[config.mk]
export PLATFORM = sky130hd
export DESIGN_NAME = irwc_top
export DESIGN_NICKNAME = d
export VERILOG_FILES = /design/src/irwc_pkg.sv /design/src/irwc_top.sv
export SDC_FILE = /design/constraint.sdc
export NUM_CORES = 1
export LEC_CHECK = 0
export BUFFER_PORTS_ARGS = -buffer_cell sky130_fd_sc_hd__buf_2
export CAP_MARGIN = 20
export CORE_UTILIZATION = 50
export DETAILED_ROUTE_END_ITERATION = 12
export PLACE_DENSITY_LB_ADDON = 0.3
export REMOVE_ABC_BUFFERS = 1
export SYNTH_ARGS = -nofsm -noshare
export SYNTH_HDL_FRONTEND = slang
export SYNTH_SLANG_ARGS = --single-unit
[constraint.sdc]
create_clock -name aclk -period 16 [get_ports aclk]
set_input_delay 0 -clock aclk [delete_from_list [all_inputs] [get_ports aclk]]
set_output_delay 0 -clock aclk [all_outputs]
set_load 0.1 [all_outputs]
[src/irwc_pkg.sv]
package irwc_pkg;
  localparam int unsigned IRWC_SENSOR_W = 2048;
  localparam int unsigned IRWC_SENSOR_H = 1088;
  localparam int unsigned IRWC_MIN_W = 64;
  localparam int unsigned IRWC_MIN_H = 64;
  localparam int unsigned IRWC_W_STEP = 4;
  localparam int unsigned IRWC_H_STEP = 2;
  localparam int unsigned IRWC_SKIP_RESET = 1;
  localparam logic [7:0] IRWC_FMT_MONO_8BIT_FORMAT = 8'h01;
  // byte offsets
  localparam logic [7:0] IRWC_A_SENS_W = 8'h00;
  localparam logic [7:0] IRWC_A_SENS_H = 8'h04;
  localparam logic [7:0] IRWC_A_MAX_W = 8'h08;
  localparam logic [7:0] IRWC_A_MAX_H = 8'h0C;
  localparam logic [7:0] IRWC_A_WIN_W = 8'h10;
  localparam logic [7:0] IRWC_A_WIN_H = 8'h14;
  localparam logic [7:0] IRWC_A_START_H = 8'h18;
  localparam logic [7:0] IRWC_A_START_V = 8'h1C;
  localparam logic [7:0] IRWC_A_SKIP = 8'h20;
  localparam logic [7:0] IRWC_A_MIRROR = 8'h24;
  localparam logic [7:0] IRWC_A_USER_ID = 8'h28;
  localparam logic [7:0] IRWC_A_CMD = 8'h2C;
  localparam logic [7:0] IRWC_A_STATUS = 8'h30;
  localparam logic [7:0] IRWC_A_FORMAT = 8'h34;
  // command bits in IRWC_A_CMD
  localparam int unsigned IRWC_CMD_BEGIN = 0;
  localparam int unsigned IRWC_CMD_END = 1;
  localparam int unsigned IRWC_CMD_CHECK = 2;
  localparam logic [1:0] IRWC_RESP_OKAY = 2'h0;
  localparam logic [1:0] IRWC_RESP_SLVERR = 2'h2;
  typedef enum logic [1:0] {IRWC_MODE_FULL, IRWC_MODE_WINDOW, IRWC_MODE_DECIM} irwc_mode_t;
  typedef struct packed {
    logic [15:0] width;
    logic [15:0] height;
    logic [15:0] start_h;
    logic [15:0] start_v;
  } irwc_geom_t;
endpackage : irwc_pkg

[src/irwc_top.sv]
// Decided for this implementation: the AXI4-Lite register port and the address map.
`timescale 1ns/10ps
module irwc_top
  import irwc_pkg::*;
(
  input wire logic aclk,
  input wire logic aresetn,
  input wire logic [7:0] s_axi_awaddr,
  input wire logic s_axi_awvalid,
  output logic s_axi_awready,
  input wire logic [31:0] s_axi_wdata,
  input wire logic [3:0] s_axi_wstrb,
  input wire logic s_axi_wvalid,
  output logic s_axi_wready,
  output logic [1:0] s_axi_bresp,
  output logic s_axi_bvalid,
  input wire logic s_axi_bready,
  input wire logic [7:0] s_axi_araddr,
  input wire logic s_axi_arvalid,
  output logic s_axi_arready,
  output logic [31:0] s_axi_rdata,
  output logic [1:0] s_axi_rresp,
  output logic s_axi_rvalid,
  input wire logic s_axi_rready,
  input wire logic streaming,
  input wire logic [15:0] line_index,
  output irwc_geom_t geom,
  output irwc_mode_t mode,
  output logic [3:0] line_skip,
  output logic mirror_h,
  output logic mirror_v,
  output logic line_fast,
  output logic line_keep,
  output logic [7:0] pixel_format
);
  // checks shared by write filter and consistency check
  function automatic logic geom_ok(input irwc_geom_t g);
    geom_ok = (g.width >= 16'(IRWC_MIN_W)) && (g.width <= 16'(IRWC_SENSOR_W))
      && (g.height >= 16'(IRWC_MIN_H)) && (g.height <= 16'(IRWC_SENSOR_H))
      && (g.width[1:0] == 2'h0) && (g.height[0] == 1'b0)
      && (g.start_h[1:0] == 2'h0) && (g.start_v[0] == 1'b0)
      && ({1'b0, g.start_h} + {1'b0, g.width} <= 17'(IRWC_SENSOR_W))
      && ({1'b0, g.start_v} + {1'b0, g.height} <= 17'(IRWC_SENSOR_H));
  endfunction : geom_ok

  function automatic logic skip_ok(input logic [31:0] v);
    skip_ok = (v == 32'h1) || (v == 32'h2) || (v == 32'h4) || (v == 32'h8);
  endfunction : skip_ok

  // stored state
  irwc_geom_t win, next_win;
  logic [3:0] skip, next_skip;
  logic mir_h, next_mir_h, mir_v, next_mir_v;
  logic [31:0] user_id, next_user_id;
  logic bulk, next_bulk;
  logic valid, next_valid;
  // bus state
  logic aw_held, next_aw_held, w_held, next_w_held;
  logic [7:0] aw_addr, next_aw_addr;
  logic [31:0] w_data, next_w_data;
  logic [3:0] w_strb, next_w_strb;
  logic bvalid, next_bvalid;
  logic [1:0] bresp, next_bresp;
  logic rvalid, next_rvalid;
  logic [31:0] rdata, next_rdata;
  logic [1:0] rresp, next_rresp;

  logic do_write;
  logic [31:0] wval;
  irwc_geom_t cand;

  assign s_axi_awready = !aw_held && !bvalid;
  assign s_axi_wready = !w_held && !bvalid;
  assign s_axi_bvalid = bvalid;
  assign s_axi_bresp = bresp;
  assign s_axi_arready = !rvalid;
  assign s_axi_rvalid = rvalid;
  assign s_axi_rdata = rdata;
  assign s_axi_rresp = rresp;

  // write path: capture address and data in any order, then apply
  always_comb begin
    next_aw_held = aw_held;
    next_aw_addr = aw_addr;
    next_w_held = w_held;
    next_w_data = w_data;
    next_w_strb = w_strb;
    next_bvalid = bvalid;
    next_bresp = bresp;
    next_win = win;
    next_skip = skip;
    next_mir_h = mir_h;
    next_mir_v = mir_v;
    next_user_id = user_id;
    next_bulk = bulk;
    next_valid = valid;
    cand = win;
    wval = 32'h0;
    if (s_axi_awvalid && s_axi_awready) begin
      next_aw_held = 1'b1;
      next_aw_addr = s_axi_awaddr;
    end
    if (s_axi_wvalid && s_axi_wready) begin
      next_w_held = 1'b1;
      next_w_data = s_axi_wdata;
      next_w_strb = s_axi_wstrb;
    end
    do_write = next_aw_held && next_w_held && !bvalid;
    if (do_write) begin
      next_aw_held = 1'b0;
      next_w_held = 1'b0;
      next_bvalid = 1'b1;
      next_bresp = IRWC_RESP_OKAY;
      for (int i = 0; i < 4; i++) begin
        wval[i*8 +: 8] = next_w_strb[i] ? next_w_data[i*8 +: 8] : 8'h00;
      end
      case (next_aw_addr)
        IRWC_A_WIN_W, IRWC_A_WIN_H, IRWC_A_START_H, IRWC_A_START_V: begin
          if (next_aw_addr == IRWC_A_WIN_W) cand.width = wval[15:0];
          if (next_aw_addr == IRWC_A_WIN_H) cand.height = wval[15:0];
          if (next_aw_addr == IRWC_A_START_H) cand.start_h = wval[15:0];
          if (next_aw_addr == IRWC_A_START_V) cand.start_v = wval[15:0];
          // frozen while streaming; bad values keep old contents, but in bulk mode only nonzero upper bits are refused
          if (streaming) begin
            next_bresp = IRWC_RESP_SLVERR;
          end else if ((wval[31:16] != 16'h0) || (!bulk && !geom_ok(cand))) begin
            next_bresp = IRWC_RESP_SLVERR;
          end else begin
            next_win = cand;
          end
        end
        IRWC_A_SKIP: begin
          if (streaming || !skip_ok(wval)) begin
            next_bresp = IRWC_RESP_SLVERR;
          end else begin
            next_skip = wval[3:0];
          end
        end
        IRWC_A_MIRROR: begin
          next_mir_h = wval[0];
          next_mir_v = wval[1];
        end
        IRWC_A_USER_ID: next_user_id = wval;
        IRWC_A_CMD: begin
          if (wval[IRWC_CMD_BEGIN]) next_bulk = 1'b1;
          if (wval[IRWC_CMD_END]) next_bulk = 1'b0;
          if (wval[IRWC_CMD_CHECK]) begin
            next_valid = geom_ok(win) && skip_ok({28'h0, skip});
          end
        end
        default: next_bresp = IRWC_RESP_SLVERR;
      endcase
    end else if (bvalid && s_axi_bready) begin
      next_bvalid = 1'b0;
    end
  end

  // read path, one cycle answer
  always_comb begin
    next_rvalid = rvalid;
    next_rdata = rdata;
    next_rresp = rresp;
    if (s_axi_arvalid && s_axi_arready) begin
      next_rvalid = 1'b1;
      next_rresp = IRWC_RESP_OKAY;
      case (s_axi_araddr)
        IRWC_A_SENS_W, IRWC_A_MAX_W: next_rdata = 32'(IRWC_SENSOR_W);
        IRWC_A_SENS_H, IRWC_A_MAX_H: next_rdata = 32'(IRWC_SENSOR_H);
        IRWC_A_WIN_W: next_rdata = {16'h0, win.width};
        IRWC_A_WIN_H: next_rdata = {16'h0, win.height};
        IRWC_A_START_H: next_rdata = {16'h0, win.start_h};
        IRWC_A_START_V: next_rdata = {16'h0, win.start_v};
        IRWC_A_SKIP: next_rdata = {28'h0, skip};
        IRWC_A_MIRROR: next_rdata = {30'h0, mir_v, mir_h};
        IRWC_A_USER_ID: next_rdata = user_id;
        IRWC_A_CMD: next_rdata = 32'h0;
        IRWC_A_STATUS: next_rdata = {30'h0, bulk, valid};
        IRWC_A_FORMAT: next_rdata = {24'h0, IRWC_FMT_MONO_8BIT_FORMAT};
        default: begin
          next_rdata = 32'h0;
          next_rresp = IRWC_RESP_SLVERR;
        end
      endcase
    end else if (rvalid && s_axi_rready) begin
      next_rvalid = 1'b0;
    end
  end

  // register everything
  always_ff @(posedge aclk) begin
    if (!aresetn) begin
      win <= '{width: 16'(IRWC_SENSOR_W), height: 16'(IRWC_SENSOR_H),
        start_h: 16'h0000, start_v: 16'h0000};
      skip <= 4'(IRWC_SKIP_RESET);
      mir_h <= 1'b0;
      mir_v <= 1'b0;
      user_id <= 32'h0000_0000;
      bulk <= 1'b0;
      valid <= 1'b1;
      aw_held <= 1'b0;
      aw_addr <= 8'h00;
      w_held <= 1'b0;
      w_data <= 32'h0000_0000;
      w_strb <= 4'h0;
      bvalid <= 1'b0;
      bresp <= 2'h0;
      rvalid <= 1'b0;
      rdata <= 32'h0000_0000;
      rresp <= 2'h0;
    end else begin
      win <= next_win;
      skip <= next_skip;
      mir_h <= next_mir_h;
      mir_v <= next_mir_v;
      user_id <= next_user_id;
      bulk <= next_bulk;
      valid <= next_valid;
      aw_held <= next_aw_held;
      aw_addr <= next_aw_addr;
      w_held <= next_w_held;
      w_data <= next_w_data;
      w_strb <= next_w_strb;
      bvalid <= next_bvalid;
      bresp <= next_bresp;
      rvalid <= next_rvalid;
      rdata <= next_rdata;
      rresp <= next_rresp;
    end
  end

  // readout mode: one rectangle, window and decimation exclusive
  logic is_window;
  irwc_mode_t next_mode;
  logic next_fast, next_keep;
  assign is_window = (win.width != 16'(IRWC_SENSOR_W)) || (win.height != 16'(IRWC_SENSOR_H));
  always_comb begin
    if (is_window) next_mode = IRWC_MODE_WINDOW;
    else if (skip != 4'h1) next_mode = IRWC_MODE_DECIM;
    else next_mode = IRWC_MODE_FULL;
    // fast for lines outside window, thinning in decimation
    next_fast = (next_mode == IRWC_MODE_WINDOW) && ((line_index < win.start_v)
      || ({1'b0, line_index} >= {1'b0, win.start_v} + {1'b0, win.height}));
    next_keep = !next_fast;
    if (next_mode == IRWC_MODE_DECIM) begin
      next_keep = ((line_index & 16'(skip - 4'h1)) == 16'h0);
    end
  end

  // registered readout controls
  always_ff @(posedge aclk) begin
    if (!aresetn) begin
      mode <= IRWC_MODE_FULL;
      geom <= '0;
      line_skip <= 4'h1;
      mirror_h <= 1'b0;
      mirror_v <= 1'b0;
      line_fast <= 1'b0;
      line_keep <= 1'b1;
      pixel_format <= 8'h00;
    end else begin
      mode <= next_mode;
      geom <= win;
      line_skip <= skip;
      mirror_h <= mir_h;
      mirror_v <= mir_v;
      line_fast <= next_fast;
      line_keep <= next_keep;
      pixel_format <= IRWC_FMT_MONO_8BIT_FORMAT;
    end
  end
endmodule : irwc_top

==> results.sh <==
export IMPL_status="complete, no violations"
export IMPL_hpwl_um=37940
export IMPL_drt_iter0_drc=1442
export IMPL_cts_buffers=28
export IMPL_cts_clk_slew_worst_paths_ns=0.07
export IMPL_route_detailed_drc=0
export IMPL_tightest_slew_ns=1.079
export IMPL_cts_tree="built"
export IMPL_grt_pass1_wl_um=79650
export IMPL_yosys_area_top_type="dfxtp_1"
export IMPL_cts_max_level=1
export IMPL_layout_nets=2263
export IMPL_setup_violations=0
export IMPL_ys_ff_latch=261
export IMPL_crit_type="reg2reg"
export IMPL_r2r_start="s_axi_bvalid"
export IMPL_holdPathStages=4
export IMPL_seqCellArea_um2=5225
export IMPL_slew_headroom_pct=28.08
export IMPL_grt_setup_unrepaired="false"
export IMPL_clockBufferDepth=3
export IMPL_hold_path_class="in2reg"
export IMPL_dieArea_um2=30680
export IMPL_gp_routability_congestion=0.9753
export IMPL_synth_flop_cell="dfxtp_1"
export IMPL_io_pins=199
export IMPL_finClkSkew_ns=0.01244
export IMPL_fillers=2688
export IMPL_multi_input_area_um2=9076
export IMPL_power_total_w=0.001595
export IMPL_hold_violations=0
export IMPL_synth_area_leaders="dfxtp_1 35%, ha_1 8.2%, nand2_1 6.7%"
export IMPL_antenna_found_initial=0
export IMPL_maxCapViolCount=0
export IMPL_synthArstFlopShare_pct=0
export IMPL_cp_max_fo=32
export IMPL_whs_ns=0.06442
export IMPL_die_h_um=175.2
export IMPL_areaGrowthSynthToFinish_pct=18.98
export IMPL_finalWirelength_um=52530
export IMPL_die_w_um=175.2
export IMPL_initial_core_util_pct=50.72
export IMPL_synth_area_per_cell_um2=7.967
export IMPL_arrival_ns=7.35
export IMPL_root_buffer="clkbuf_16"
export IMPL_fin_util_pct=60.35
export IMPL_synth_warnings=0
export IMPL_drive_above_1_share_pct=15.53
export IMPL_wl_per_cell_um=21.04
export IMPL_r2r_slack_ns=9.10
export IMPL_via_count=15092
export IMPL_synthTopCellsByCount="266 x nand2_1, 261 x dfxtp_1, 192 x nor2_1"
export IMPL_hp_start="s_axi_arvalid"
export IMPL_clkLatencyLatePin_ns=0.56
export IMPL_postCtsSetupRepairBufs=0
export IMPL_track_usage_pct=33.37
export IMPL_antenna_left=0
export IMPL_power_density_nw_per_um2=89.42
export IMPL_synth_top_area_share_pct=34.85
export IMPL_fin_setup_tns_ns=0
export IMPL_cp_required_ns=16.44
export IMPL_timing_fmax_mhz=144.9
export IMPL_synth_cell_types=90
export IMPL_leakagePower_nw=7.862
export IMPL_hold_buffers=58
export IMPL_worst_hold_path_endpoint="s_axi_rresp[1]"
export IMPL_port_buffers=189
export IMPL_final_max_slew_viol_count=0
export IMPL_period_needed_ns=6.903
export IMPL_synth_edf_count=0
export IMPL_synth_seq_area_share_pct=34.85
export IMPL_fin_crit_sh_pct=43.15
export IMPL_row_count=63
export IMPL_firstDrtPassIters=6
export IMPL_vdd_drop_max_mv=0.1044
export IMPL_core_area_um2=29560
export IMPL_syn_area_um2=14990
export IMPL_diodes=0
export IMPL_endpoint_kind="register"
export IMPL_yosysMostFrequentCell="nand2_1"
export IMPL_grt_pass1_vias=14024
export IMPL_r2r_cells=16
export IMPL_synthCells=1882
export IMPL_r2r_end="win[54]"
export IMPL_gr_total_overflow=0
export IMPL_cts_num_sinks=261
export IMPL_via_per_inst=6.046
export IMPL_crit_path_start_kind="register"
export IMPL_grt_max_degree=88
export IMPL_cts_resized=0
[cell type report]
class / count / share of cell area (%)
Multi-Input combinational cell: 1448 / 50.88
Sequential cell: 261 / 29.29
Clock inverter: 18 / 1.613
Tap cell: 390 / 2.735
Clock buffer: 33 / 4.321
Inverter: 76 / 1.613
Timing Repair Buffer: 270 / 9.546
[through the flow]
step / setup slack, ns / cells / cell area, µm²
final: 9.097 / 2496 / 17840
after global routing: 8.598 / 2496 / 17840
after CTS: 9.325 / 2496 / 17840
after detailed placement: 9.351 / 2387 / 16200
after global placement: 9.559 / 2386 / 16190
after floorplan: 5.671 / 1785 / 14530
[cells in the final DEF, fill, tap and decap left out, types with 20 or more instances in the layout]
master and count:
a21oi_1 131, a22oi_1 32, and2_1 39, buf_2 189
buf_4 22, clkbuf_16 29, dfxtp_1 261, dlygate4sd3_1 58
ha_1 98, inv_1 75, mux2i_1 56, nand2_1 266
nand3_1 74, nor2_1 192, nor3_1 28, nor4_1 20
o21ai_0 139, o31ai_1 25
[cell families after synthesis]
| group | synth area share (%) |
|---|---|
| compound gates | 21.44 |
| other cells | 0.02501 |
| buf+inv | 5.174 |
| xor+xnor | 1.344 |
| simple gates | 23.37 |
| flops | 34.85 |
| mux | 5.091 |
| fa+ha+maj | 8.712 |
[sequential cells by signal, indices dropped and copies added, names as in the netlist, 2 cells and up]
name         cells
aw_addr          8
skip             4
win             64
w_strb           4
s_axi_rdata     32
mode             2
geom            64
user_id         32
w_data          32
line_skip        4
[layer usage]
metal	track usage [%]	vias up	routed length [µm]
li1	-	7118	-
met1	45.51	7084	22680
met2	52.58	763	23160
met3	5.178	127	4652
met4	13.26	0	2028
met5	0	-	0
[where the power goes]
part           internal [W]  leakage, nW  switching [W]
registers          0.000661         2.11     0.00000901
logic             0.0000549         5.24       0.000126
clock network      0.000458        0.512       0.000286
total               0.00117         7.86       0.000422
[worst max-delay path, stage by stage, from the launching register on]
cell       delay, ns
dfxtp_1         0.41
nor3b_2         0.87
nor3_1          0.22
a22oi_1         0.38
or3_1           0.82
o21ai_0         0.29
ha_1            0.34
a211oi_1        0.35
o21ai_0         0.19
a31oi_1         0.39
o21ai_1         0.25
a2111oi_0       0.45
o21ai_0         0.13
mux2i_1         0.36
a32o_4          0.64
nand2_4         0.30
mux2_1          0.38
[worst max-delay path by stage]
stage	from	to	slack (ns)	cells after the start
after floorplan	s_axi_bvalid	win[42]	5.67	15
after global placement	s_axi_bvalid	win[54]	9.56	16
after detailed placement	s_axi_bvalid	win[54]	9.35	16
after CTS	s_axi_bvalid	win[54]	9.33	16
after global routing	s_axi_bvalid	win[40]	8.60	17
final	s_axi_bvalid	win[54]	9.10	16
Note: power is estimated with default switching activity, not from simulation.
